==> src/include/pin_port_pkg.sv <==
// shared constants, register map and carriers for the pin and port block
`default_nettype none
package pin_port_pkg;
  // register byte offsets on the bus
  localparam logic [7:0] OFF_FIRST_DATA   = 8'h00;
  localparam logic [7:0] OFF_SECOND_DATA  = 8'h04;
  localparam logic [7:0] OFF_KEY_DATA     = 8'h08;
  localparam logic [7:0] OFF_CONV_DATA    = 8'h0C;
  localparam logic [7:0] OFF_FIRST_DIR    = 8'h10;
  localparam logic [7:0] OFF_SECOND_DIR   = 8'h14;
  localparam logic [7:0] OFF_KEY_DIR      = 8'h18;
  localparam logic [7:0] OFF_CONV_CTRL    = 8'h1C;
  localparam logic [7:0] OFF_IRQ_CTRL     = 8'h20;
  localparam logic [7:0] OFF_INT_STATUS   = 8'h24;
  localparam logic [7:0] OFF_INT_MASK     = 8'h28;
  localparam logic [7:0] OFF_RESET_CAUSE  = 8'h2C;
  // field positions
  localparam int CONV_EN_BIT      = 3;
  localparam int CONV_SEL_LSB     = 0;
  localparam int IRQ_EN_BIT       = 0;
  localparam int ST_IRQ_BIT       = 0;
  localparam int ST_RESET_BIT     = 1;
  // widths and reset values
  localparam int FIRST_W  = 7;
  localparam int SECOND_W = 8;
  localparam int KEY_W    = 8;
  localparam int CONV_W   = 5;
  localparam int CAUSE_W  = 5;
  localparam logic [7:0]  DIR_RESET       = 8'h00;
  localparam logic [3:0]  CONV_CTRL_RESET = 4'h0;
  localparam logic [1:0]  STATUS_RESET    = 2'h0;
  // second port pin positions of shared functions
  localparam int PULSE_A_POS = 4;
  localparam int PULSE_B_POS = 5;
  localparam int TCMP_POS    = 6;
  localparam int TCAP_POS    = 7;
  // internal reset source indices
  localparam int RC_WATCHDOG = 0;
  localparam int RC_POWER_ON = 1;
  localparam int RC_ILLEGAL  = 2;
  localparam int RC_STOP     = 3;
  localparam int RC_LOW_VOLT = 4;

  typedef struct packed {
    logic [3:0] serial_out;
    logic [3:0] serial_oe;
    logic       pulse_a;
    logic       pulse_b;
    logic       compare_out;
  } periph_out_s;
endpackage
`default_nettype wire

==> src/rtl/pin_port_ctrl.sv <==
// port pins, external and keyboard interrupt, reset pin pulldown and bus registers
//
// Implementation choices: the AHB-Lite register port and the placing of the registers.
`default_nettype none
//////////////////////////////////////////////////////////////////////////////
// Contract
// - device pulls reset pin low on any internal reset source.
// - interrupt pin triggers on falling edge, or edge plus low level, by option.
// - when interrupt enabled, falling edge on any keyboard line requests it.
// - keyboard line interrupts are always falling-edge only.
// - all port lines are inputs after reset; direction set by software.
// - converter off after reset; shared pins then read as digital inputs.
// - with converter on, selected pin reads zero, others read true level.
// - converter control bits select the single analogue input pin.
// - two upper second-port pins carry timer capture in and compare out.
// - low four second-port pins serve serial; next two serve pulse outputs.
module pin_port_ctrl
  import pin_port_pkg::*;
#(
  parameter bit LEVEL_SENSE = 1'b0
) (
  input  wire logic                         hclk,
  input  wire logic                         hresetn,
  input  wire logic                         hsel,
  input  wire logic [31:0]                  haddr,
  input  wire logic [1:0]                   htrans,
  input  wire logic                         hwrite,
  input  wire logic [2:0]                   hsize,
  input  wire logic [31:0]                  hwdata,
  input  wire logic                         hready,
  output var  logic [31:0]                  hrdata,
  output logic                              hreadyout,
  output logic                              hresp,
  input  wire logic [CAUSE_W-1:0]           reset_sources,
  input  wire logic                         reset_pin_in,
  output var  logic                         reset_pin_out,
  output var  logic                         reset_pin_oe,
  input  wire logic                         irq_pin_n,
  output var  logic                         cpu_irq,
  output logic                              irq,
  input  wire logic [FIRST_W-1:0]           first_port_lines_in,
  output var  logic [FIRST_W-1:0]           first_port_lines_out,
  output var  logic [FIRST_W-1:0]           first_port_lines_oe,
  input  wire logic [SECOND_W-1:0]          second_port_in,
  output var  logic [SECOND_W-1:0]          second_port_out,
  output var  logic [SECOND_W-1:0]          second_port_oe,
  input  wire logic [KEY_W-1:0]             keyboard_port_lines_in,
  output var  logic [KEY_W-1:0]             keyboard_port_lines_out,
  output var  logic [KEY_W-1:0]             keyboard_port_lines_oe,
  input  wire logic [CONV_W-1:0]            converter_shared_inputs,
  output var  logic                         converter_enable,
  output var  logic [2:0]                   converter_select,
  input  wire pin_port_pkg::periph_out_s    periph_out,
  input  wire logic                         serial_enable,
  input  wire logic                         pulse_a_enable,
  input  wire logic                         pulse_b_enable,
  input  wire logic                         compare_enable,
  output var  logic [3:0]                   serial_shared_lines_in,
  output var  logic                         timer_capture_in_line
);
  import pin_port_pkg::*;

  // output lines read back their latch, input lines the synchronised pin
  function automatic logic [7:0] read_back(input logic [7:0] dir, input logic [7:0] latch,
                                           input logic [7:0] pin);
    return (dir & latch) | (~dir & pin);
  endfunction

  //////////////////////////////////////////////////////////////////////////////
  // pin synchronisers
  logic                   irq_s;
  logic [KEY_W-1:0]       key_s;
  logic [FIRST_W-1:0]     first_s;
  logic [SECOND_W-1:0]    second_s;
  logic [CONV_W-1:0]      conv_s;
  logic                   rst_s;

  pin_sync #(.W(1 + KEY_W), .INIT('1)) u_sync_int (
    .hclk    (hclk),
    .hresetn (hresetn),
    .d       ({irq_pin_n, keyboard_port_lines_in}),
    .q       ({irq_s, key_s})
  );
  pin_sync #(.W(FIRST_W + SECOND_W + CONV_W + 1), .INIT('0)) u_sync_port (
    .hclk    (hclk),
    .hresetn (hresetn),
    .d       ({first_port_lines_in, second_port_in, converter_shared_inputs, reset_pin_in}),
    .q       ({first_s, second_s, conv_s, rst_s})
  );

  //////////////////////////////////////////////////////////////////////////////
  // registers
  logic [FIRST_W-1:0]  first_data, first_dir, next_first_data, next_first_dir;
  logic [SECOND_W-1:0] second_data, second_dir, next_second_data, next_second_dir;
  logic [KEY_W-1:0]    key_data, key_dir, next_key_data, next_key_dir;
  logic [3:0]          conv_ctrl, next_conv_ctrl;
  logic                irq_en, next_irq_en;
  logic [1:0]          int_status, int_mask, next_int_status, next_int_mask;
  logic [CAUSE_W-1:0]  cause, next_cause;
  logic                irq_prev, next_irq_prev;
  logic [KEY_W-1:0]    key_prev, next_key_prev;
  logic                rst_prev, next_rst_prev;
  logic                pend, next_pend;
  logic [31:0]         next_hrdata;

  // address phase capture
  logic                dp_write, next_dp_write, next_dp_read;
  logic [7:0]          dp_addr, next_dp_addr;

  logic                irq_fall, key_fall, irq_low, ext_reset_seen;
  logic [CONV_W-1:0]   conv_read;
  logic [7:0]          wb;

  assign hreadyout = 1'b1;
  assign hresp     = 1'b0;
  assign irq       = |(int_status & int_mask);
  assign wb        = hwdata[7:0];

  always_comb begin
    irq_fall       = irq_prev & ~irq_s;
    irq_low        = LEVEL_SENSE & ~irq_s;
    key_fall       = |(key_prev & ~key_s);
    ext_reset_seen = rst_prev & ~rst_s;
    conv_read      = conv_s;
    if (conv_ctrl[CONV_EN_BIT] && conv_ctrl[2:0] < 3'(CONV_W)) begin
      conv_read[conv_ctrl[2:0]] = 1'b0;
    end
  end

  always_comb begin
    next_first_data  = first_data;
    next_first_dir   = first_dir;
    next_second_data = second_data;
    next_second_dir  = second_dir;
    next_key_data    = key_data;
    next_key_dir     = key_dir;
    next_conv_ctrl   = conv_ctrl;
    next_irq_en      = irq_en;
    next_int_mask    = int_mask;
    next_int_status  = int_status;
    next_cause       = cause | reset_sources;
    next_irq_prev    = irq_s;
    next_key_prev    = key_s;
    next_rst_prev    = rst_s;
    next_dp_write    = hsel & hready & htrans[1] & hwrite;
    next_dp_read     = hsel & hready & htrans[1] & ~hwrite;
    next_dp_addr     = haddr[7:0];
    next_hrdata      = 32'h0000_0000;
    // cpu request: edge latched, level held while low
    next_pend        = irq_en & (pend | irq_fall | key_fall);
    if (dp_write) begin
      case (dp_addr)
        OFF_FIRST_DATA:  next_first_data  = wb[FIRST_W-1:0];
        OFF_SECOND_DATA: next_second_data = wb;
        OFF_KEY_DATA:    next_key_data    = wb;
        OFF_FIRST_DIR:   next_first_dir   = wb[FIRST_W-1:0];
        OFF_SECOND_DIR:  next_second_dir  = wb;
        OFF_KEY_DIR:     next_key_dir     = wb;
        OFF_CONV_CTRL:   next_conv_ctrl   = wb[3:0];
        OFF_IRQ_CTRL: begin
          next_irq_en = wb[IRQ_EN_BIT];
          // ack clears the latched edge, but an edge in the same cycle wins
          if (wb[1]) next_pend = irq_en & (irq_fall | key_fall);
        end
        OFF_INT_MASK:    next_int_mask    = wb[1:0];
        OFF_INT_STATUS:  next_int_status  = int_status & ~wb[1:0];
        OFF_RESET_CAUSE: next_cause       = (cause & ~wb[CAUSE_W-1:0]) | reset_sources;
        default: ;
      endcase
    end
    // set beats clear
    if (irq_en && (irq_fall || key_fall || irq_low)) next_int_status[ST_IRQ_BIT] = 1'b1;
    if (ext_reset_seen) next_int_status[ST_RESET_BIT] = 1'b1;
    if (next_dp_read) begin
      case (haddr[7:0])
        OFF_FIRST_DATA:  next_hrdata[7:0] = read_back({1'b0, first_dir}, {1'b0, first_data},
                                                      {1'b0, first_s});
        OFF_SECOND_DATA: next_hrdata[7:0] = read_back(second_dir, second_data, second_s);
        OFF_KEY_DATA:    next_hrdata[7:0] = read_back(key_dir, key_data, key_s);
        OFF_CONV_DATA:   next_hrdata[7:0] = {3'b000, conv_read};
        OFF_FIRST_DIR:   next_hrdata[7:0] = {1'b0, first_dir};
        OFF_SECOND_DIR:  next_hrdata[7:0] = second_dir;
        OFF_KEY_DIR:     next_hrdata[7:0] = key_dir;
        OFF_CONV_CTRL:   next_hrdata[7:0] = {4'h0, conv_ctrl};
        OFF_IRQ_CTRL:    next_hrdata[7:0] = {5'b0, irq_s, pend, irq_en};
        OFF_INT_STATUS:  next_hrdata[7:0] = {6'b0, int_status};
        OFF_INT_MASK:    next_hrdata[7:0] = {6'b0, int_mask};
        OFF_RESET_CAUSE: next_hrdata[7:0] = {3'b0, cause};
        default:         next_hrdata      = 32'h0000_0000;
      endcase
    end
  end

  always_ff @(posedge hclk or negedge hresetn) begin
    if (!hresetn) begin
      first_data  <= '0;
      first_dir   <= DIR_RESET[FIRST_W-1:0];
      second_data <= '0;
      second_dir  <= DIR_RESET;
      key_data    <= '0;
      key_dir     <= DIR_RESET;
      conv_ctrl   <= CONV_CTRL_RESET;
      irq_en      <= 1'b0;
      int_status  <= STATUS_RESET;
      int_mask    <= STATUS_RESET;
      cause       <= '0;
      irq_prev    <= 1'b1;
      key_prev    <= '1;
      rst_prev    <= 1'b0;                                   // matches sync reset: no false fall
      pend        <= 1'b0;
      dp_write    <= 1'b0;
      dp_addr     <= 8'h00;
      hrdata      <= 32'h0000_0000;
    end else begin
      first_data  <= next_first_data;
      first_dir   <= next_first_dir;
      second_data <= next_second_data;
      second_dir  <= next_second_dir;
      key_data    <= next_key_data;
      key_dir     <= next_key_dir;
      conv_ctrl   <= next_conv_ctrl;
      irq_en      <= next_irq_en;
      int_status  <= next_int_status;
      int_mask    <= next_int_mask;
      cause       <= next_cause;
      irq_prev    <= next_irq_prev;
      key_prev    <= next_key_prev;
      rst_prev    <= next_rst_prev;
      pend        <= next_pend;
      dp_write    <= next_dp_write;
      dp_addr     <= next_dp_addr;
      hrdata      <= next_hrdata;
    end
  end

  //////////////////////////////////////////////////////////////////////////////
  // pin drive
  always_comb begin
    cpu_irq                 = pend | (irq_en & irq_low);
    reset_pin_out           = 1'b0;
    reset_pin_oe            = |reset_sources;
    first_port_lines_out    = first_data;
    first_port_lines_oe     = first_dir;
    keyboard_port_lines_out = key_data;
    keyboard_port_lines_oe  = key_dir;
    second_port_out         = second_data;
    second_port_oe          = second_dir;
    if (serial_enable) begin
      second_port_out[3:0] = periph_out.serial_out;
      second_port_oe[3:0]  = periph_out.serial_oe;
    end
    if (pulse_a_enable) begin
      second_port_out[PULSE_A_POS] = periph_out.pulse_a;
      second_port_oe[PULSE_A_POS]  = 1'b1;
    end
    if (pulse_b_enable) begin
      second_port_out[PULSE_B_POS] = periph_out.pulse_b;
      second_port_oe[PULSE_B_POS]  = 1'b1;
    end
    if (compare_enable) begin
      second_port_out[TCMP_POS] = periph_out.compare_out;
      second_port_oe[TCMP_POS]  = 1'b1;
    end
    serial_shared_lines_in  = second_s[3:0];
    timer_capture_in_line   = second_s[TCAP_POS];
    converter_enable        = conv_ctrl[CONV_EN_BIT];
    converter_select        = conv_ctrl[2:0];
  end

  //////////////////////////////////////////////////////////////////////////////
  // assertions
  a_reset_pin_pull: assert property (@(posedge hclk) disable iff (!hresetn)
    |reset_sources |-> reset_pin_oe && !reset_pin_out)
    else $error("reset pin not pulled low on internal reset");
  a_key_edge_req: assert property (@(posedge hclk) disable iff (!hresetn)
    (irq_en && key_fall) |=> cpu_irq)
    else $error("keyboard falling edge did not request interrupt");
  a_key_no_level: assert property (@(posedge hclk) disable iff (!hresetn)
    (!pend && irq_s && !irq_fall && !key_fall) |-> !cpu_irq)
    else $error("keyboard low level raised interrupt");
  a_edge_mode_req: assert property (@(posedge hclk) disable iff (!hresetn)
    (!LEVEL_SENSE && !pend && !$past(irq_en && (irq_fall || key_fall))) |-> !cpu_irq)
    else $error("edge mode request without an edge");
  a_conv_sel_zero: assert property (@(posedge hclk) disable iff (!hresetn)
    (conv_ctrl[CONV_EN_BIT] && conv_ctrl[2:0] < 3'(CONV_W)) |->
      conv_read[conv_ctrl[2:0]] == 1'b0)
    else $error("selected analogue pin did not read zero");
  a_conv_off_true: assert property (@(posedge hclk) disable iff (!hresetn)
    !conv_ctrl[CONV_EN_BIT] |-> conv_read == conv_s)
    else $error("disabled converter altered digital read");
  a_dir_after_rst: assert property (@(posedge hclk)
    $rose(hresetn) |-> first_dir == '0 && second_dir == '0 && key_dir == '0 && !converter_enable)
    else $error("port line set as output right after reset");
  a_capture_route: assert property (@(posedge hclk) disable iff (!hresetn)
    timer_capture_in_line == second_s[TCAP_POS])
    else $error("capture input not routed");
  a_sync_latency: assert property (@(posedge hclk) disable iff (!hresetn)
    ##2 (key_s == $past(keyboard_port_lines_in, 2)))
    else $error("keyboard input not two-flop synchronised");
  a_pulse_route: assert property (@(posedge hclk) disable iff (!hresetn)
    pulse_a_enable |-> second_port_oe[PULSE_A_POS] && second_port_out[PULSE_A_POS]
      == periph_out.pulse_a)
    else $error("pulse output a not routed");
endmodule // pin_port_ctrl
`default_nettype wire

==> src/rtl/pin_sync.sv <==
// two-flop synchroniser for a vector of pin inputs
`default_nettype none
module pin_sync #(
  parameter int W = 8,
  parameter logic [W-1:0] INIT = '1
) (
  input  wire logic         hclk,
  input  wire logic         hresetn,
  input  wire logic [W-1:0] d,
  output var  logic [W-1:0] q
);
  logic [W-1:0] meta;
  always_ff @(posedge hclk or negedge hresetn) begin
    if (!hresetn) begin
      meta <= INIT;
      q    <= INIT;
    end else begin
      meta <= d;
      q    <= meta;
    end
  end
endmodule // pin_sync
`default_nettype wire

==> config.mk <==
export PLATFORM = sky130hd
export DESIGN_NAME = pin_port_ctrl
export DESIGN_NICKNAME = d
export VERILOG_FILES = /design/src/include/pin_port_pkg.sv /design/src/rtl/pin_port_ctrl.sv /design/src/rtl/pin_sync.sv
export SDC_FILE = /design/constraint.sdc
export NUM_CORES = 1
export LEC_CHECK = 0
export ABC_CLOCK_PERIOD_IN_PS = 3450
export BUFFER_PORTS_ARGS = -buffer_cell sky130_fd_sc_hd__buf_2
export CAP_MARGIN = 20
export CORE_ASPECT_RATIO = 1.2
export CORE_MARGIN = 2
export CORE_UTILIZATION = 50
export DETAILED_ROUTE_END_ITERATION = 8
export PLACE_DENSITY_LB_ADDON = 0.1
export RECOVER_POWER = 50
export SLEW_MARGIN = 30
export SYNTH_ARGS = -nofsm -noshare
export SYNTH_HDL_FRONTEND = slang
export SYNTH_SLANG_ARGS = --single-unit
==> constraint.sdc <==
create_clock -name hclk -period 3.45 [get_ports hclk]
set_input_delay 0.1725 -clock hclk [delete_from_list [all_inputs] [get_ports hclk]]
set_output_delay 0.1725 -clock hclk [all_outputs]
set_load 0.02 [all_outputs]
==> report_table.html, run 1 <==
<table>
<tr><th>Metric</th><th>Value</th></tr>
<tr><th colspan="2">Route</th></tr>
<tr><td>DRC violations left</td><td>0</td></tr>
<tr><td>Routed Wire Length</td><td>15,000 um</td></tr>
<tr><td>Routed vias</td><td>4,338</td></tr>
<tr><td>Post-detailed-route wirelength per cell</td><td>18.3 um</td></tr>
<tr><td>Avg Vias per Cell</td><td>5.28</td></tr>
<tr><td>First drt pass iteration count</td><td>5</td></tr>
<tr><td>Detailed router's first-iteration violation count</td><td>244</td></tr>
<tr><td>Remaining number of nets flagged by the antenna check after routing</td><td>0</td></tr>
<tr><th colspan="2">Run</th></tr>
<tr><td>Number of max-capacitance violations reported</td><td>1</td></tr>
<tr><th colspan="2">Worst setup path</th></tr>
<tr><td>Required time of the critical path</td><td>3.74 ns</td></tr>
<tr><td>Last element of the critical path</td><td>second_data[6]</td></tr>
<tr><td>Number of cell instances on the worst register-to-register path</td><td>4</td></tr>
<tr><td>Kind of end point of the critical path</td><td>flop</td></tr>
<tr><td>Reg-to-Reg End</td><td>second_data[6]</td></tr>
<tr><td>Critical-path maximum fanout</td><td>8</td></tr>
<tr><td>Worst Setup Start Kind</td><td>flop</td></tr>
<tr><td>Worst R2R Start</td><td>dp_addr[7]</td></tr>
<tr><td>Arrival time of data at the critical path endpoint</td><td>2.63 ns</td></tr>
<tr><td>Crit Path Category</td><td>flop to flop</td></tr>
<tr><td>Worst setup path startpoint</td><td>dp_addr[7]</td></tr>
<tr><td>Setup slack, reg-to-reg</td><td>1.11 ns</td></tr>
<tr><th colspan="2">Timing</th></tr>
<tr><td>Worst relative slew slack</td><td>-7.51%</td></tr>
<tr><td>Final-report setup violation count</td><td>0</td></tr>
<tr><td>Min cycle time layout</td><td>2.34 ns</td></tr>
<tr><td>Setup skew after layout</td><td>0.00984 ns</td></tr>
<tr><td>RSZ-0062 raised after global routing</td><td>no</td></tr>
<tr><td>Final period utilization</td><td>67.8%</td></tr>
<tr><td>Maximum achievable frequency</td><td>0.428 GHz</td></tr>
<tr><td>Tightest Pin Transition</td><td>1.61 ns</td></tr>
<tr><td>Sum of negative setup slack</td><td>0 ns</td></tr>
<tr><td>Worst hold slack across all endpoints</td><td>0.0386 ns</td></tr>
<tr><td>Slew Limit Fails</td><td>37</td></tr>
<tr><td>Count of endpoints failing hold in the final timing report</td><td>0</td></tr>
<tr><th colspan="2">Floorplan</th></tr>
<tr><td>Area inside the core boundary</td><td>11,600 um2</td></tr>
<tr><td>Effective utilization at floorplan</td><td>51.7%</td></tr>
<tr><td>Total I/O pin count</td><td>217</td></tr>
<tr><td>Die Y-Extent</td><td>124 um</td></tr>
<tr><td>DIE WIDTH</td><td>104 um</td></tr>
<tr><td>Core Rows</td><td>43</td></tr>
<tr><td>Area enclosed by the die boundary</td><td>12,900 um2</td></tr>
<tr><th colspan="2">Pwr</th></tr>
<tr><td>Internal power contribution</td><td>0.00339 W</td></tr>
<tr><td>Total Power</td><td>0.00432 W</td></tr>
<tr><td>PwrDens</td><td>551 nW/um2</td></tr>
<tr><td>Static leakage</td><td>3.57 nW</td></tr>
<tr><td>Register share of total power</td><td>43.1%</td></tr>
<tr><td>Combinational share of power</td><td>7.7%</td></tr>
<tr><td>Worst IR Drop VDD</td><td>0.377 mV</td></tr>
<tr><td>Fraction of power spent switching nets</td><td>21.6%</td></tr>
<tr><td>P_sw</td><td>0.000932 W</td></tr>
<tr><td>Clock power share</td><td>49.2%</td></tr>
<tr><th colspan="2">Final layout</th></tr>
<tr><td>Filler cell count</td><td>899</td></tr>
<tr><td># nets final</td><td>776</td></tr>
<tr><td>Highest-count cells in the layout ignoring fill and taps</td><td>sky130_fd_sc_hd__buf_2, sky130_fd_sc_hd__dfrtp_1, sky130_fd_sc_hd__mux2_2</td></tr>
<tr><td>Multi-input logic area</td><td>2020 um2</td></tr>
<tr><td>Commonest non-fill, non-tap cell in the layout</td><td>sky130_fd_sc_hd__buf_2</td></tr>
<tr><td>Area growth, synth to finish</td><td>30.5%</td></tr>
<tr><td>Fraction of layout instances using a drive strength above 1</td><td>38.3%</td></tr>
<tr><td>Number of inserted diodes</td><td>0</td></tr>
<tr><td>Sequential cell area</td><td>3740 um2</td></tr>
<tr><th colspan="2">Logic synthesis</th></tr>
<tr><td>EDFF count, synth</td><td>0</td></tr>
<tr><td>Share of synthesized registers carrying an async set or reset</td><td>100%</td></tr>
<tr><td>Number of distinct library cells after synthesis</td><td>52</td></tr>
<tr><td>Cell area after technology mapping</td><td>6000 um2</td></tr>
<tr><td>Mapped Cells</td><td>469</td></tr>
<tr><td>Count of synthesis-stage warnings from yosys</td><td>0</td></tr>
<tr><td>Top FF cell, synth</td><td>sky130_fd_sc_hd__dfrtp_1</td></tr>
<tr><td>Post-synthesis sequential area ratio</td><td>62.3%</td></tr>
<tr><td>Mean area per synthesized cell</td><td>12.8 um2</td></tr>
<tr><td>Number of synthesized register bits</td><td>148</td></tr>
<tr><th colspan="2">Run status</th></tr>
<tr><td>Status</td><td>complete, but fails checks</td></tr>
<tr><td>Failing checks</td><td>capacitance limit, slew limit</td></tr>
<tr><th colspan="2">Global routing</th></tr>
<tr><td>Initial antenna violation count</td><td>0</td></tr>
<tr><td>Grt met2 use</td><td>39.8%</td></tr>
<tr><td>M3 GR Usage</td><td>5.18%</td></tr>
<tr><td>Wire length of the first global-routing pass</td><td>23,000 um</td></tr>
<tr><td>Via count of the first global-routing pass</td><td>4,212</td></tr>
<tr><td>Overflow after GRT</td><td>0</td></tr>
<tr><td>Global Route Usage Sum</td><td>24.1%</td></tr>
<tr><td>Pin count of the biggest net entering global routing</td><td>103</td></tr>
<tr><td>Most used routing layer in global routing</td><td>met2</td></tr>
<tr><td>Met1 Use GR</td><td>31.5%</td></tr>
<tr><th colspan="2">Clock tree</th></tr>
<tr><td># Post-CTS Setup Buffers</td><td>0</td></tr>
<tr><td>Number of clock sinks</td><td>148</td></tr>
<tr><td>Number of buffers created by CTS</td><td>17</td></tr>
<tr><td>Buffers from clock root to sink, at most</td><td>2</td></tr>
<tr><td>Worst skew pair latency</td><td>0.41 ns</td></tr>
<tr><td>Clock tree from TritonCTS</td><td>yes</td></tr>
<tr><td>H-tree levels</td><td>4</td></tr>
<tr><td>Clock edge transition at the registers on the reported setup and hold paths</td><td>0.06 ns</td></tr>
<tr><td>Buffer type at the clock tree root</td><td>sky130_fd_sc_hd__clkbuf_16</td></tr>
<tr><th colspan="2">Placement</th></tr>
<tr><td>Count of buffers inserted at the top-level ports</td><td>137</td></tr>
<tr><td>Routability cong.</td><td>0.876</td></tr>
<tr><td>Detailed-placement wirelength estimate</td><td>10,200 um</td></tr>
<tr><th colspan="2">Min path</th></tr>
<tr><td>Cells on Worst Hold Path</td><td>2</td></tr>
<tr><td>HP Class</td><td>primary input to flop</td></tr>
</table>
## cell type report
cell class	instances	area share [%]
clock buffers	20	5.57
clock inverters	12	3.21
inverters	12	0.575
multi-input cells	290	25.8
flip-flops and latches	148	47.7
well taps	157	2.51
repair buffers	183	14.6
## worst min path at each step
stage	slack [ns]	to	from
2_1_floorplan	-0.12	cause[0]	hresetn
3_3_place_gp	0.28	u_sync_int.meta[0]	keyboard_port_lines_in[0]
3_5_place_dp	0.28	u_sync_int.meta[7]	keyboard_port_lines_in[7]
4_1_cts	0.02	dp_addr[3]	haddr[3]
5_1_grt	0.06	keyboard_port_lines_out[7]	hwdata[7]
6_report	0.04	keyboard_port_lines_out[7]	hwdata[7]
## cell usage after synthesis, drive strengths merged, types with 2 or more instances
| library cell | number | share of area [%] |
|---|---|---|
| nor3b | 4 | 0.58 |
| conb | 2 | 0.13 |
| o21ai | 21 | 1.8 |
| and2 | 2 | 0.21 |
| a31oi | 5 | 0.52 |
| a21oi | 19 | 1.6 |
| nor3 | 11 | 1.1 |
| nand3b | 4 | 0.50 |
| mux2i | 10 | 1.7 |
| o22ai | 8 | 0.83 |
| a21o | 6 | 0.75 |
| or3 | 4 | 0.42 |
| nor2b | 4 | 0.42 |
| or3b | 3 | 0.44 |
| nand3 | 9 | 0.75 |
| mux2 | 65 | 12 |
| dfstp | 27 | 12 |
| a22oi | 6 | 0.75 |
| nor4b | 3 | 0.44 |
| nor4 | 4 | 0.42 |
| inv | 12 | 0.75 |
| dfrtp | 121 | 50 |
| clkbuf | 9 | 0.56 |
| o31ai | 2 | 0.25 |
| nor2 | 18 | 1.3 |
| a22o | 2 | 0.29 |
| or2 | 4 | 0.42 |
| buf | 35 | 4.3 |
| nand4 | 3 | 0.31 |
| nand2 | 30 | 1.9 |
## registers in the layout, summed over array words and instances, names as in the netlist
| register | count |
|---|---|
| u_sync_port.q | 21 |
| second_dir | 8 |
| irq_prev | 1 |
| u_sync_int.meta | 9 |
| cause | 5 |
| hrdata | 8 |
| keyboard_port_lines_out | 8 |
| keyboard_port_lines_oe | 8 |
| dp_addr | 8 |
| u_sync_port.meta | 21 |
| dp_write | 1 |
| u_sync_int.q | 9 |
| cpu_irq | 1 |
| first_port_lines_out | 7 |
| second_data | 8 |
| irq_en | 1 |
| int_status | 2 |
| key_prev | 8 |
| first_port_lines_oe | 7 |
| int_mask | 2 |
| rst_prev | 1 |
| conv_ctrl | 4 |
## per-layer routing
| metal | up-vias | wire, um |
|---|---|---|
| met1 | 2138 | 6210 |
| met3 | 21 | 916 |
| met5 | - | 0 |
| li1 | 1988 | - |
| met4 | 0 | 332 |
| met2 | 191 | 7560 |
## logic make-up (layout without fill, tap and decap cells)
family,after synthesis,in the layout,synth area share [%]
flip-flops,148,148,62.3
other,2,27,0.125
multiplexers,75,75,13.9
AO/OA/AOI/OAI,80,80,8.32
AND/OR/NAND/NOR,108,108,9.84
buffers and inverters,56,227,5.61
## power by group through the flow
stage	clock, W	combinational (W)	sequential (W)
2_1_floorplan	0	0.000166	0.00190
3_3_place_gp	0	0.000294	0.00189
3_5_place_dp	0	0.000297	0.00189
4_1_cts	0.00216	0.000335	0.00186
5_1_grt	0.00223	0.000363	0.00187
6_report	0.00213	0.000332	0.00186
## stage by stage
| step | instance area, um2 | util [%] | setup slack (ns) | cells |
|---|---|---|---|---|
| detailed placement | 6740 | 58.0 | 1.12 | 748 |
| CTS | 7850 | 67.5 | 1.11 | 822 |
| floorplan | 6100 | - | 1.50 | 494 |
| global placement | 6740 | 58.0 | 1.15 | 748 |
| global route | 7840 | 67.4 | 1.02 | 822 |
| finish | 7840 | 67.4 | 1.11 | 822 |
## critical path, stage by stage, from the launching register on
cell,delay [ns]
sky130_fd_sc_hd__dfrtp_1,0.35
sky130_fd_sc_hd__or3b_1,0.43
sky130_fd_sc_hd__or3_1,0.46
sky130_fd_sc_hd__nor3_4,0.56
sky130_fd_sc_hd__mux2_2,0.41
## what timing repair did
action / 4_1_cts / 5_1_grt
gates resized for setup: 0 / 0
setup endpoints to repair: 0 / 0
hold buffers: 42 / 0
endpoints found under the hold margin: 118 / 0
(Power assumes the default switching activity.)
==> inputs of run 2 (changes only) <==
--- a/config.mk
+++ b/config.mk
@@ -5,7 +5,8 @@
 export SDC_FILE = /design/constraint.sdc
 export NUM_CORES = 1
 export LEC_CHECK = 0
-export ABC_CLOCK_PERIOD_IN_PS = 3450
+export ABC_AREA = 1
+export ABC_CLOCK_PERIOD_IN_PS = 2170
 export BUFFER_PORTS_ARGS = -buffer_cell sky130_fd_sc_hd__buf_2
 export CAP_MARGIN = 20
 export CORE_ASPECT_RATIO = 1.2
==> constraint.sdc (replaced) <==
create_clock -name hclk -period 2.17 [get_ports hclk]
set_input_delay 0.1085 -clock hclk [delete_from_list [all_inputs] [get_ports hclk]]
set_output_delay 0.1085 -clock hclk [all_outputs]
set_load 0.02 [all_outputs]
==> run 2 against run 1 <==
The flow now finishes without violations. Global-route usage is 0.31 points higher. Sequential power is 56% higher. Largest power group unchanged. Register-to-register slack worse by 0.64 ns. Clock power is 39% higher. Non-clock buffer count is 5 higher. Routed wire length is 3.7% higher. Setup slack worse by 0.79 ns. Combinational power is 33% higher. Sequential cell count stayed put. Via count is 16% higher. Hold slack worse by 0.0033 ns. Sequential share of layout area is 0.78 points lower.
==> report_table.html, run 2 <==
<table>
<tr><th>Metric</th><th>Value</th></tr>
<tr><th colspan="2">Route</th></tr>
<tr><td>Routed Wire Length</td><td>15,600 um (+3.7%)</td></tr>
<tr><td>Remaining number of nets flagged by the antenna check after routing</td><td>0 (unchanged)</td></tr>
<tr><td>Avg Vias per Cell</td><td>4.88 (-7.5%)</td></tr>
<tr><td>First drt pass iteration count</td><td>5 (unchanged)</td></tr>
<tr><td>Post-detailed-route wirelength per cell</td><td>15.1 um (-17%)</td></tr>
<tr><td>Routed vias</td><td>5,027 (+16%)</td></tr>
<tr><td>DRC violations left</td><td>0 (unchanged)</td></tr>
<tr><td>Detailed router's first-iteration violation count</td><td>369 (+51%)</td></tr>
<tr><th colspan="2">Min path</th></tr>
<tr><td>Startpoint of the tightest hold check path</td><td>hwdata[7]</td></tr>
<tr><td>Cells on Worst Hold Path</td><td>3 (+1)</td></tr>
<tr><td>Worst min-delay path endpoint</td><td>second_data[7]</td></tr>
<tr><td>HP Class</td><td>primary input to flop</td></tr>
<tr><th colspan="2">Timing</th></tr>
<tr><td>Final period utilization</td><td>85.3%</td></tr>
<tr><td>RSZ-0062 raised after global routing</td><td>no</td></tr>
<tr><td>Slew Limit Fails</td><td>0 (-100%)</td></tr>
<tr><td>Count of endpoints failing hold in the final timing report</td><td>0 (unchanged)</td></tr>
<tr><td>Maximum achievable frequency</td><td>0.540 GHz</td></tr>
<tr><td>Tightest Pin Transition</td><td>1.41 ns (-0.199 ns)</td></tr>
<tr><td>Worst relative slew slack</td><td>5.76% (+13 points)</td></tr>
<tr><td>Sum of negative setup slack</td><td>0 ns (unchanged)</td></tr>
<tr><td>Setup skew after layout</td><td>0.00869 ns (-0.00115 ns)</td></tr>
<tr><td>Final-report setup violation count</td><td>0 (unchanged)</td></tr>
<tr><td>Min cycle time layout</td><td>1.85 ns</td></tr>
<tr><th colspan="2">Logic synthesis</th></tr>
<tr><td>Share of synthesized registers carrying an async set or reset</td><td>100% (unchanged)</td></tr>
<tr><td>Top FF cell, synth</td><td>sky130_fd_sc_hd__dfrtp_1</td></tr>
<tr><td>Fraction of post-synthesis cell area in the top cell type by area</td><td>48.8% (-1.6 points)</td></tr>
<tr><td>Cell area after technology mapping</td><td>6200 um2 (+3.3%)</td></tr>
<tr><td>Dominant cell type by area after synthesis</td><td>sky130_fd_sc_hd__dfrtp_1</td></tr>
<tr><td>Number of synthesized register bits</td><td>148 (unchanged)</td></tr>
<tr><td>Most numerous cell in the Yosys netlist</td><td>sky130_fd_sc_hd__nand2_1</td></tr>
<tr><td>EDFF count, synth</td><td>0 (unchanged)</td></tr>
<tr><td>Number of distinct library cells after synthesis</td><td>31 (-40%)</td></tr>
<tr><td>Mean area per synthesized cell</td><td>9.28 um2 (-27%)</td></tr>
<tr><td>Main area contributors after synthesis</td><td>sky130_fd_sc_hd__dfrtp_1, sky130_fd_sc_hd__dfstp_2, sky130_fd_sc_hd__nand2_1</td></tr>
<tr><td>Synth top cells by count</td><td>sky130_fd_sc_hd__nand2_1, sky130_fd_sc_hd__dfrtp_1, sky130_fd_sc_hd__inv_1</td></tr>
<tr><td>Count of synthesis-stage warnings from yosys</td><td>0 (unchanged)</td></tr>
<tr><td>Post-synthesis sequential area ratio</td><td>60.3% (-2.0 points)</td></tr>
<tr><td>Mapped Cells</td><td>668 (+42%)</td></tr>
<tr><th colspan="2">Run</th></tr>
<tr><td>Number of max-capacitance violations reported</td><td>0 (-1)</td></tr>
<tr><th colspan="2">Final layout</th></tr>
<tr><td>Commonest non-fill, non-tap cell in the layout</td><td>sky130_fd_sc_hd__nand2_1</td></tr>
<tr><td>Final core utilization</td><td>65.8% (-1.7 points)</td></tr>
<tr><td>Largest registers ranked by flip-flop count</td><td>u_sync_port.meta x21, u_sync_port.q x21</td></tr>
<tr><td>Number of inserted diodes</td><td>0 (unchanged)</td></tr>
<tr><td>Fraction of layout instances using a drive strength above 1</td><td>23.8% (-15 points)</td></tr>
<tr><td># nets final</td><td>980 (+26%)</td></tr>
<tr><td>Area growth, synth to finish</td><td>28.4%</td></tr>
<tr><td>Highest-count cells in the layout ignoring fill and taps</td><td>sky130_fd_sc_hd__nand2_1, sky130_fd_sc_hd__buf_2, sky130_fd_sc_hd__dfrtp_1</td></tr>
<tr><th colspan="2">Clock tree</th></tr>
<tr><td>Worst skew pair latency</td><td>0.41 ns (about the same)</td></tr>
<tr><td>Buffers from clock root to sink, at most</td><td>2 (unchanged)</td></tr>
<tr><td>Hold Buf Count CTS</td><td>46 (+9.5%)</td></tr>
<tr><td>H-tree levels</td><td>4 (unchanged)</td></tr>
<tr><td>Buffer type at the clock tree root</td><td>sky130_fd_sc_hd__clkbuf_16</td></tr>
<tr><td>Cts repair resizes</td><td>0 (unchanged)</td></tr>
<tr><td># Post-CTS Setup Buffers</td><td>0 (unchanged)</td></tr>
<tr><td>Clock edge transition at the registers on the reported setup and hold paths</td><td>0.06 ns (about the same)</td></tr>
<tr><td>Clock tree from TritonCTS</td><td>yes</td></tr>
<tr><td>Number of clock sinks</td><td>148 (unchanged)</td></tr>
<tr><td>Number of buffers created by CTS</td><td>17 (unchanged)</td></tr>
<tr><th colspan="2">Global routing</th></tr>
<tr><td>Initial antenna violation count</td><td>0 (unchanged)</td></tr>
<tr><td>Pin count of the biggest net entering global routing</td><td>60 (-42%)</td></tr>
<tr><td>Overflow after GRT</td><td>0 (unchanged)</td></tr>
<tr><td>Via count of the first global-routing pass</td><td>4,947 (+17%)</td></tr>
<tr><td>Global Route Usage Sum</td><td>24.4% (+0.31 points)</td></tr>
<tr><td>Wire length of the first global-routing pass</td><td>24,800 um (+8.0%)</td></tr>
<tr><th colspan="2">Floorplan</th></tr>
<tr><td>Area inside the core boundary</td><td>12,100 um2 (+4.2%)</td></tr>
<tr><td>Effective utilization at floorplan</td><td>51.2% (-0.45 points)</td></tr>
<tr><td>DIE WIDTH</td><td>106 um (+1.6%)</td></tr>
<tr><td>Total I/O pin count</td><td>217 (unchanged)</td></tr>
<tr><td>Die Y-Extent</td><td>126 um (+1.6%)</td></tr>
<tr><td>Core Rows</td><td>44 (+2.3%)</td></tr>
<tr><td>Area enclosed by the die boundary</td><td>13,300 um2 (+3.2%)</td></tr>
<tr><th colspan="2">Worst setup path</th></tr>
<tr><td>Arrival time of data at the critical path endpoint</td><td>2.18 ns (-0.45 ns)</td></tr>
<tr><td>Kind of end point of the critical path</td><td>flop</td></tr>
<tr><td>Crit Path Category</td><td>primary input to flop</td></tr>
<tr><td>Required time of the critical path</td><td>2.50 ns (-1.24 ns)</td></tr>
<tr><td>Number of cell instances on the worst register-to-register path</td><td>6 (+2)</td></tr>
<tr><td>Critical-path maximum fanout</td><td>8 (unchanged)</td></tr>
<tr><td>Reg-to-Reg End</td><td>keyboard_port_lines_out[3]</td></tr>
<tr><td>Setup slack, reg-to-reg</td><td>0.47 ns (-0.64 ns)</td></tr>
<tr><td>Worst R2R Start</td><td>dp_addr[1]</td></tr>
<tr><td>Worst Setup Start Kind</td><td>primary input</td></tr>
<tr><th colspan="2">Placement</th></tr>
<tr><td>Routability cong.</td><td>0.897 (+2.4%)</td></tr>
<tr><td>Detailed-placement wirelength estimate</td><td>11,300 um (+11%)</td></tr>
<tr><td>Count of buffers inserted at the top-level ports</td><td>137 (unchanged)</td></tr>
<tr><th colspan="2">Run status</th></tr>
<tr><td>Status</td><td>finished clean</td></tr>
<tr><th colspan="2">Pwr</th></tr>
<tr><td>Static leakage</td><td>4.10 nW (+15%)</td></tr>
<tr><td>PwrDens</td><td>793 nW/um2 (+44%)</td></tr>
<tr><td>Worst IR Drop VDD</td><td>0.512 mV (+36%)</td></tr>
<tr><td>Total Power</td><td>0.00632 W (+46%)</td></tr>
</table>
-- run 2: per-stage QoR --
step	hold slack (ns)	instances	worst slack [ns]	cell area [um2]
after floorplan	-0.187	693	0.828	6300
after global placement	0.0986	952	0.524	6910
after detailed placement	0.104	952	0.480	6910
after CTS	0.0304	1030	0.355	7990
after global routing	0.0570	1030	0.146	7970
final	0.0354	1030	0.318	7970
-- run 2: worst max-delay path, stage by stage --
cell                            delay [ns]
sky130_fd_sc_hd__dlygate4sd3_1        0.55
sky130_fd_sc_hd__clkbuf_1             0.23
sky130_fd_sc_hd__nand2_1              0.09
sky130_fd_sc_hd__nor2_1               0.46
sky130_fd_sc_hd__nand2_2              0.19
sky130_fd_sc_hd__nand2_1              0.10
sky130_fd_sc_hd__nor2_1               0.04
sky130_fd_sc_hd__nand3_1              0.10
sky130_fd_sc_hd__nand2_2              0.14
sky130_fd_sc_hd__nor2_1               0.16
-- run 2: layout make-up --
class / count / area [um2]
inverter: 74 / 278
tap: 161 / 201
clock buffer: 22 / 508
multi-input combinational: 427 / 1960
sequential: 148 / 3740
fill: 1027 / 4150
timing repair buffer: 188 / 1180
clock inverter: 10 / 108
-- run 2: worst max-delay path by stage --
stage                     startpoint                   endpoint  slack, ns  depth (start not counted)
after floorplan           dp_addr[5]  keyboard_port_lines_oe[6]       0.83                          5
after global placement    dp_addr[7]             second_data[5]       0.52                          6
after detailed placement    haddr[0]                  hrdata[2]       0.48                         10
after CTS                   haddr[0]                  hrdata[2]       0.36                         11
after global routing        haddr[2]                  hrdata[1]       0.15                         10
final                       haddr[2]                  hrdata[2]       0.32                         10
-- run 2: where the power goes --
| group | switching (W) | internal, W | total, W | leakage (nW) |
|---|---|---|---|---|
| Clock | 0.00115 | 0.00181 | 0.00296 | 0.303 |
| Combinational | 0.000279 | 0.000163 | 0.000443 | 2.26 |
| Sequential | 0.0000451 | 0.00287 | 0.00291 | 1.54 |
-- run 2: routing by layer --
metal | vias up | wire length, um | GRT usage, %
met2 | 193 | 8030 | 42.7
met5 | - | 0 | 0
met1 | 2361 | 6260 | 29.9
met3 | 29 | 898 | 5.33
li1 | 2444 | - | -
met4 | 0 | 381 | 8.44
-- run 2: kinds of logic (layout without fill, tap and decap cells) --
group           Yosys count  in the layout  synth area share, %
compound gates          108            108                 9.70
buf+inv                 118            294                 9.72
flops                   148            148                 60.3
mux                       1              1                0.182
other cells               2             27                0.121
simple gates            291            291                 20.0
==> inputs of run 3 (changes only) <==
--- a/config.mk
+++ b/config.mk
@@ -12,10 +12,12 @@
 export CORE_ASPECT_RATIO = 1.2
 export CORE_MARGIN = 2
 export CORE_UTILIZATION = 50
+export CTS_CLUSTER_SIZE = 16
 export DETAILED_ROUTE_END_ITERATION = 8
 export PLACE_DENSITY_LB_ADDON = 0.1
 export RECOVER_POWER = 50
 export SLEW_MARGIN = 30
 export SYNTH_ARGS = -nofsm -noshare
 export SYNTH_HDL_FRONTEND = slang
+export SYNTH_HIERARCHICAL = 1
 export SYNTH_SLANG_ARGS = --single-unit
==> run 3 against run 2 <==
Global-route usage rose by 0.95 points. Routed wire length up 1.6%. Die area rose by 0.24%. Area after synthesis increased by 0.24%. Setup slack improved by 0.018 ns. Critical endpoint is now hrdata[5]. Largest cell class unchanged.
==> report_table.html, run 3 <==
<table>
<tr><th>Metric</th><th>Value</th></tr>
<tr><th colspan="2">Run status</th></tr>
<tr><td>Status</td><td>finished clean</td></tr>
<tr><th colspan="2">Logic synthesis</th></tr>
<tr><td>Count of synthesis-stage warnings from yosys</td><td>6 (+6)</td></tr>
<tr><td>Dominant cell type by area after synthesis</td><td>sky130_fd_sc_hd__dfrtp_1</td></tr>
<tr><td>Number of distinct library cells after synthesis</td><td>29 (-6.5%)</td></tr>
<tr><td>Share of synthesized registers carrying an async set or reset</td><td>100% (unchanged)</td></tr>
<tr><td>Number of synthesized register bits</td><td>148 (unchanged)</td></tr>
<tr><td>Synth top cells by count</td><td>sky130_fd_sc_hd__nand2_1, sky130_fd_sc_hd__dfrtp_1, sky130_fd_sc_hd__inv_1</td></tr>
<tr><td>Cell area after technology mapping</td><td>6220 um2 (+0.24%)</td></tr>
<tr><td>Top FF cell, synth</td><td>sky130_fd_sc_hd__dfrtp_1</td></tr>
<tr><td>Mapped Cells</td><td>667 (-0.15%)</td></tr>
<tr><td>Post-synthesis sequential area ratio</td><td>60.1% (-0.15 points)</td></tr>
<tr><td>Main area contributors after synthesis</td><td>sky130_fd_sc_hd__dfrtp_1, sky130_fd_sc_hd__dfstp_2, sky130_fd_sc_hd__nand2_1</td></tr>
<tr><td>Most numerous cell in the Yosys netlist</td><td>sky130_fd_sc_hd__nand2_1</td></tr>
<tr><td>Fraction of post-synthesis cell area in the top cell type by area</td><td>48.7% (-0.12 points)</td></tr>
<tr><td>Mean area per synthesized cell</td><td>9.32 um2 (+0.39%)</td></tr>
<tr><td>EDFF count, synth</td><td>0 (unchanged)</td></tr>
<tr><th colspan="2">Min path</th></tr>
<tr><td>HP Class</td><td>primary input to flop</td></tr>
<tr><td>Startpoint of the tightest hold check path</td><td>hwdata[7]</td></tr>
<tr><td>Cells on Worst Hold Path</td><td>3 (unchanged)</td></tr>
<tr><td>Worst min-delay path endpoint</td><td>second_dir[7]</td></tr>
<tr><th colspan="2">Worst setup path</th></tr>
<tr><td>Crit Path Category</td><td>primary input to flop</td></tr>
<tr><td>Critical-path maximum fanout</td><td>8 (unchanged)</td></tr>
<tr><td>Number of cell instances on the worst register-to-register path</td><td>6 (unchanged)</td></tr>
<tr><td>Reg-to-Reg End</td><td>first_port_lines_out[0]</td></tr>
<tr><td>Worst R2R Start</td><td>dp_addr[7]</td></tr>
<tr><td>Setup slack, reg-to-reg</td><td>0.57 ns (+0.10 ns)</td></tr>
<tr><td>Worst Setup Start Kind</td><td>primary input</td></tr>
<tr><td>Required time of the critical path</td><td>2.50 ns (about the same)</td></tr>
<tr><td>CP max-delay cell</td><td>sky130_fd_sc_hd__dlygate4sd3_1</td></tr>
<tr><td>Critical path cell sequence</td><td>dlygate4sd3_1 -&gt; clkbuf_1 -&gt; nand2_1 -&gt; nor2_2 -&gt; nand2_1 -&gt; nand2_1 -&gt; nor2_1 -&gt; nand3_1 -&gt; nand2_2 -&gt; nor2_1</td></tr>
<tr><td>Arrival time of data at the critical path endpoint</td><td>2.17 ns (about the same)</td></tr>
<tr><td>Most numerous cell on the critical path</td><td>sky130_fd_sc_hd__nand2_1</td></tr>
<tr><td>Kind of end point of the critical path</td><td>flop</td></tr>
<tr><td>Largest incremental delay on the critical path</td><td>0.56 ns (about the same)</td></tr>
<tr><th colspan="2">Clock tree</th></tr>
<tr><td>Worst skew pair latency</td><td>0.42 ns (about the same)</td></tr>
<tr><td>Buffers from clock root to sink, at most</td><td>2 (unchanged)</td></tr>
<tr><td>Number of clock sinks</td><td>148 (unchanged)</td></tr>
<tr><td># Post-CTS Setup Buffers</td><td>0 (unchanged)</td></tr>
<tr><td>H-tree levels</td><td>4 (unchanged)</td></tr>
<tr><td>Clock edge transition at the registers on the reported setup and hold paths</td><td>0.06 ns (about the same)</td></tr>
<tr><td>Clock tree from TritonCTS</td><td>yes</td></tr>
<tr><td>Number of buffers created by CTS</td><td>17 (unchanged)</td></tr>
<tr><td>Buffer type at the clock tree root</td><td>sky130_fd_sc_hd__clkbuf_16</td></tr>
<tr><th colspan="2">Global routing</th></tr>
<tr><td>Pin count of the biggest net entering global routing</td><td>61 (+1.7%)</td></tr>
<tr><td>Wire length of the first global-routing pass</td><td>25,600 um (+3.3%)</td></tr>
<tr><td>Overflow after GRT</td><td>0 (unchanged)</td></tr>
<tr><td>Initial antenna violation count</td><td>0 (unchanged)</td></tr>
<tr><td>Global Route Usage Sum</td><td>25.3% (+0.95 points)</td></tr>
<tr><td>M3 GR Usage</td><td>4.97% (-0.36 points)</td></tr>
<tr><td>Most used routing layer in global routing</td><td>met2</td></tr>
<tr><td>Met1 Use GR</td><td>31.6% (+1.7 points)</td></tr>
<tr><td>Grt met2 use</td><td>43.7% (+1.0 points)</td></tr>
<tr><td>Via count of the first global-routing pass</td><td>5,030 (+1.7%)</td></tr>
<tr><th colspan="2">Final layout</th></tr>
<tr><td>Largest registers ranked by flip-flop count</td><td>u_sync_port/meta x21, u_sync_port/q x21</td></tr>
<tr><td>Fraction of layout instances using a drive strength above 1</td><td>25.2% (+1.4 points)</td></tr>
<tr><td>Highest-count cells in the layout ignoring fill and taps</td><td>sky130_fd_sc_hd__nand2_1, sky130_fd_sc_hd__buf_2, sky130_fd_sc_hd__dfrtp_1</td></tr>
<tr><td>Number of inserted diodes</td><td>0 (unchanged)</td></tr>
<tr><td>Area growth, synth to finish</td><td>28.7%</td></tr>
<tr><td># nets final</td><td>984 (+0.41%)</td></tr>
<tr><td>Commonest non-fill, non-tap cell in the layout</td><td>sky130_fd_sc_hd__nand2_1</td></tr>
<tr><th colspan="2">Timing</th></tr>
<tr><td>RSZ-0062 raised after global routing</td><td>no</td></tr>
<tr><td>Worst hold slack across all endpoints</td><td>0.0184 ns (-0.0169 ns)</td></tr>
<tr><td>Maximum achievable frequency</td><td>0.545 GHz (+0.98%)</td></tr>
<tr><td>Setup skew after layout</td><td>0.00609 ns (-0.00260 ns)</td></tr>
<tr><td>Sum of negative setup slack</td><td>0 ns (unchanged)</td></tr>
<tr><td>Slew Limit Fails</td><td>0 (unchanged)</td></tr>
<tr><td>Final period utilization</td><td>84.5% (-0.83 points)</td></tr>
<tr><td>Final-report setup violation count</td><td>0 (unchanged)</td></tr>
<tr><td>Tightest Pin Transition</td><td>1.46 ns (+0.0449 ns)</td></tr>
<tr><td>Min cycle time layout</td><td>1.83 ns (-0.0180 ns)</td></tr>
<tr><td>Worst relative slew slack</td><td>2.77% (-3.0 points)</td></tr>
<tr><td>Count of endpoints failing hold in the final timing report</td><td>0 (unchanged)</td></tr>
<tr><th colspan="2">Floorplan</th></tr>
<tr><td>Core Rows</td><td>44 (unchanged)</td></tr>
<tr><td>Total I/O pin count</td><td>217 (unchanged)</td></tr>
<tr><td>Effective utilization at floorplan</td><td>51.3% (+0.12 points)</td></tr>
<tr><td>DIE WIDTH</td><td>106 um (+0.12%)</td></tr>
<tr><td>Die Y-Extent</td><td>126 um (+0.12%)</td></tr>
<tr><td>Area inside the core boundary</td><td>12,100 um2 (unchanged)</td></tr>
<tr><td>Area enclosed by the die boundary</td><td>13,300 um2 (+0.24%)</td></tr>
<tr><th colspan="2">Pwr</th></tr>
<tr><td>Combinational share of power</td><td>7.1% (about the same)</td></tr>
<tr><td>Register share of total power</td><td>46.3% (+0.2 points)</td></tr>
<tr><td>Clock power share</td><td>46.6% (-0.3 points)</td></tr>
<tr><td>Fraction of power spent switching nets</td><td>24.5% (+1.1 points)</td></tr>
<tr><td>Internal power contribution</td><td>0.00474 W (-2.0%)</td></tr>
<tr><td>P_sw</td><td>0.00154 W (+4.0%)</td></tr>
<tr><td>Static leakage</td><td>4.12 nW (+0.37%)</td></tr>
<tr><td>Worst IR Drop VDD</td><td>0.482 mV (-5.8%)</td></tr>
<tr><td>PwrDens</td><td>785 nW/um2 (-0.98%)</td></tr>
<tr><td>Total Power</td><td>0.00628 W (-0.58%)</td></tr>
<tr><th colspan="2">Run</th></tr>
<tr><td>Number of max-capacitance violations reported</td><td>0 (unchanged)</td></tr>
<tr><th colspan="2">Route</th></tr>
<tr><td>Post-detailed-route wirelength per cell</td><td>15.3 um (+1.2%)</td></tr>
<tr><td>Routed Wire Length</td><td>15,800 um (+1.6%)</td></tr>
<tr><td>Avg Vias per Cell</td><td>4.86 (-0.37%)</td></tr>
<tr><td>DRC violations left</td><td>0 (unchanged)</td></tr>
<tr><td>First drt pass iteration count</td><td>5 (unchanged)</td></tr>
<tr><td>Remaining number of nets flagged by the antenna check after routing</td><td>0 (unchanged)</td></tr>
<tr><td>Routed vias</td><td>5,028 (+0.020%)</td></tr>
<tr><td>Detailed router's first-iteration violation count</td><td>380 (+3.0%)</td></tr>
<tr><th colspan="2">Placement</th></tr>
<tr><td>Detailed-placement wirelength estimate</td><td>11,600 um (+2.2%)</td></tr>
<tr><td>Count of buffers inserted at the top-level ports</td><td>137 (unchanged)</td></tr>
<tr><td>Routability cong.</td><td>0.890 (-0.81%)</td></tr>
</table>
[run 3: how the worst max path moves through the flow]
stage	startpoint	end	slack, ns	cells past startpoint
global route	hresetn	u_sync_int/meta[0]	0.15	3
finish	haddr[2]	hrdata[5]	0.34	10
detailed placement	dp_addr[7]	second_data[5]	0.57	6
global placement	dp_addr[7]	second_data[5]	0.56	6
CTS	haddr[1]	hrdata[5]	0.44	9
floorplan	dp_addr[5]	keyboard_port_lines_oe[6]	0.83	5
[run 3: worst max-delay path, delay by kind of cell]
family	cells	cell delay, ns
and+or+nand+nor	8	1.22
buffers and inverters	2	0.85
[run 3: power by group through the flow]
stage | sequential (W) | clock (W) | combinational [W]
global route | 0.00292 | 0.00309 | 0.000498
CTS | 0.00291 | 0.00296 | 0.000456
finish | 0.00291 | 0.00293 | 0.000445
detailed placement | 0.00296 | 0 | 0.000393
floorplan | 0.00297 | 0 | 0.000212
global placement | 0.00296 | 0 | 0.000385
[run 3: final cells by class]
cell class,instances,area (um2)
tap,161,201
inverter,73,274
sequential,148,3740
timing repair buffer,189,1180
multi-input combinational,431,2010
clock inverter,13,134
fill,1018,4110
clock buffer,19,464
[run 3: routing by layer]
layer | share of wire [%] | up-vias
li1 | - | 2442
met1 | 41 | 2390
met2 | 51 | 165
met3 | 5.4 | 31
met4 | 2.5 | 0
met5 | 0 | -
[run 3: timing repair]
| item | in CTS | in global routing |
|---|---|---|
| gates resized for setup | 0 | 0 |
| endpoints found under the hold margin | 95 | 0 |
| hold buffers | 46 | 0 |
| endpoints found under the setup margin | 0 | 0 |
[run 3: logic make-up after synthesis]
| logic type | after synthesis | synth area share (%) |
|---|---|---|
| AOI/OAI and AO/OA | 98 | 8.77 |
| buffers and inverters | 113 | 9.10 |
| DFF | 148 | 60.1 |
| muxes | 6 | 1.09 |
| other | 2 | 0.121 |
| and+or+nand+nor | 300 | 20.8 |
[run 3: metrics by stage]
stage               instances  setup WS [ns]  utilization [%]  cell area, um2
detailed placement        956          0.572             57.6            6970
CTS                      1034          0.441             66.3            8030
global placement          956          0.560             57.6            6970
floorplan                 692          0.828                -            6310
global route             1034          0.155             66.0            8000
finish                   1034          0.336             66.0            8000
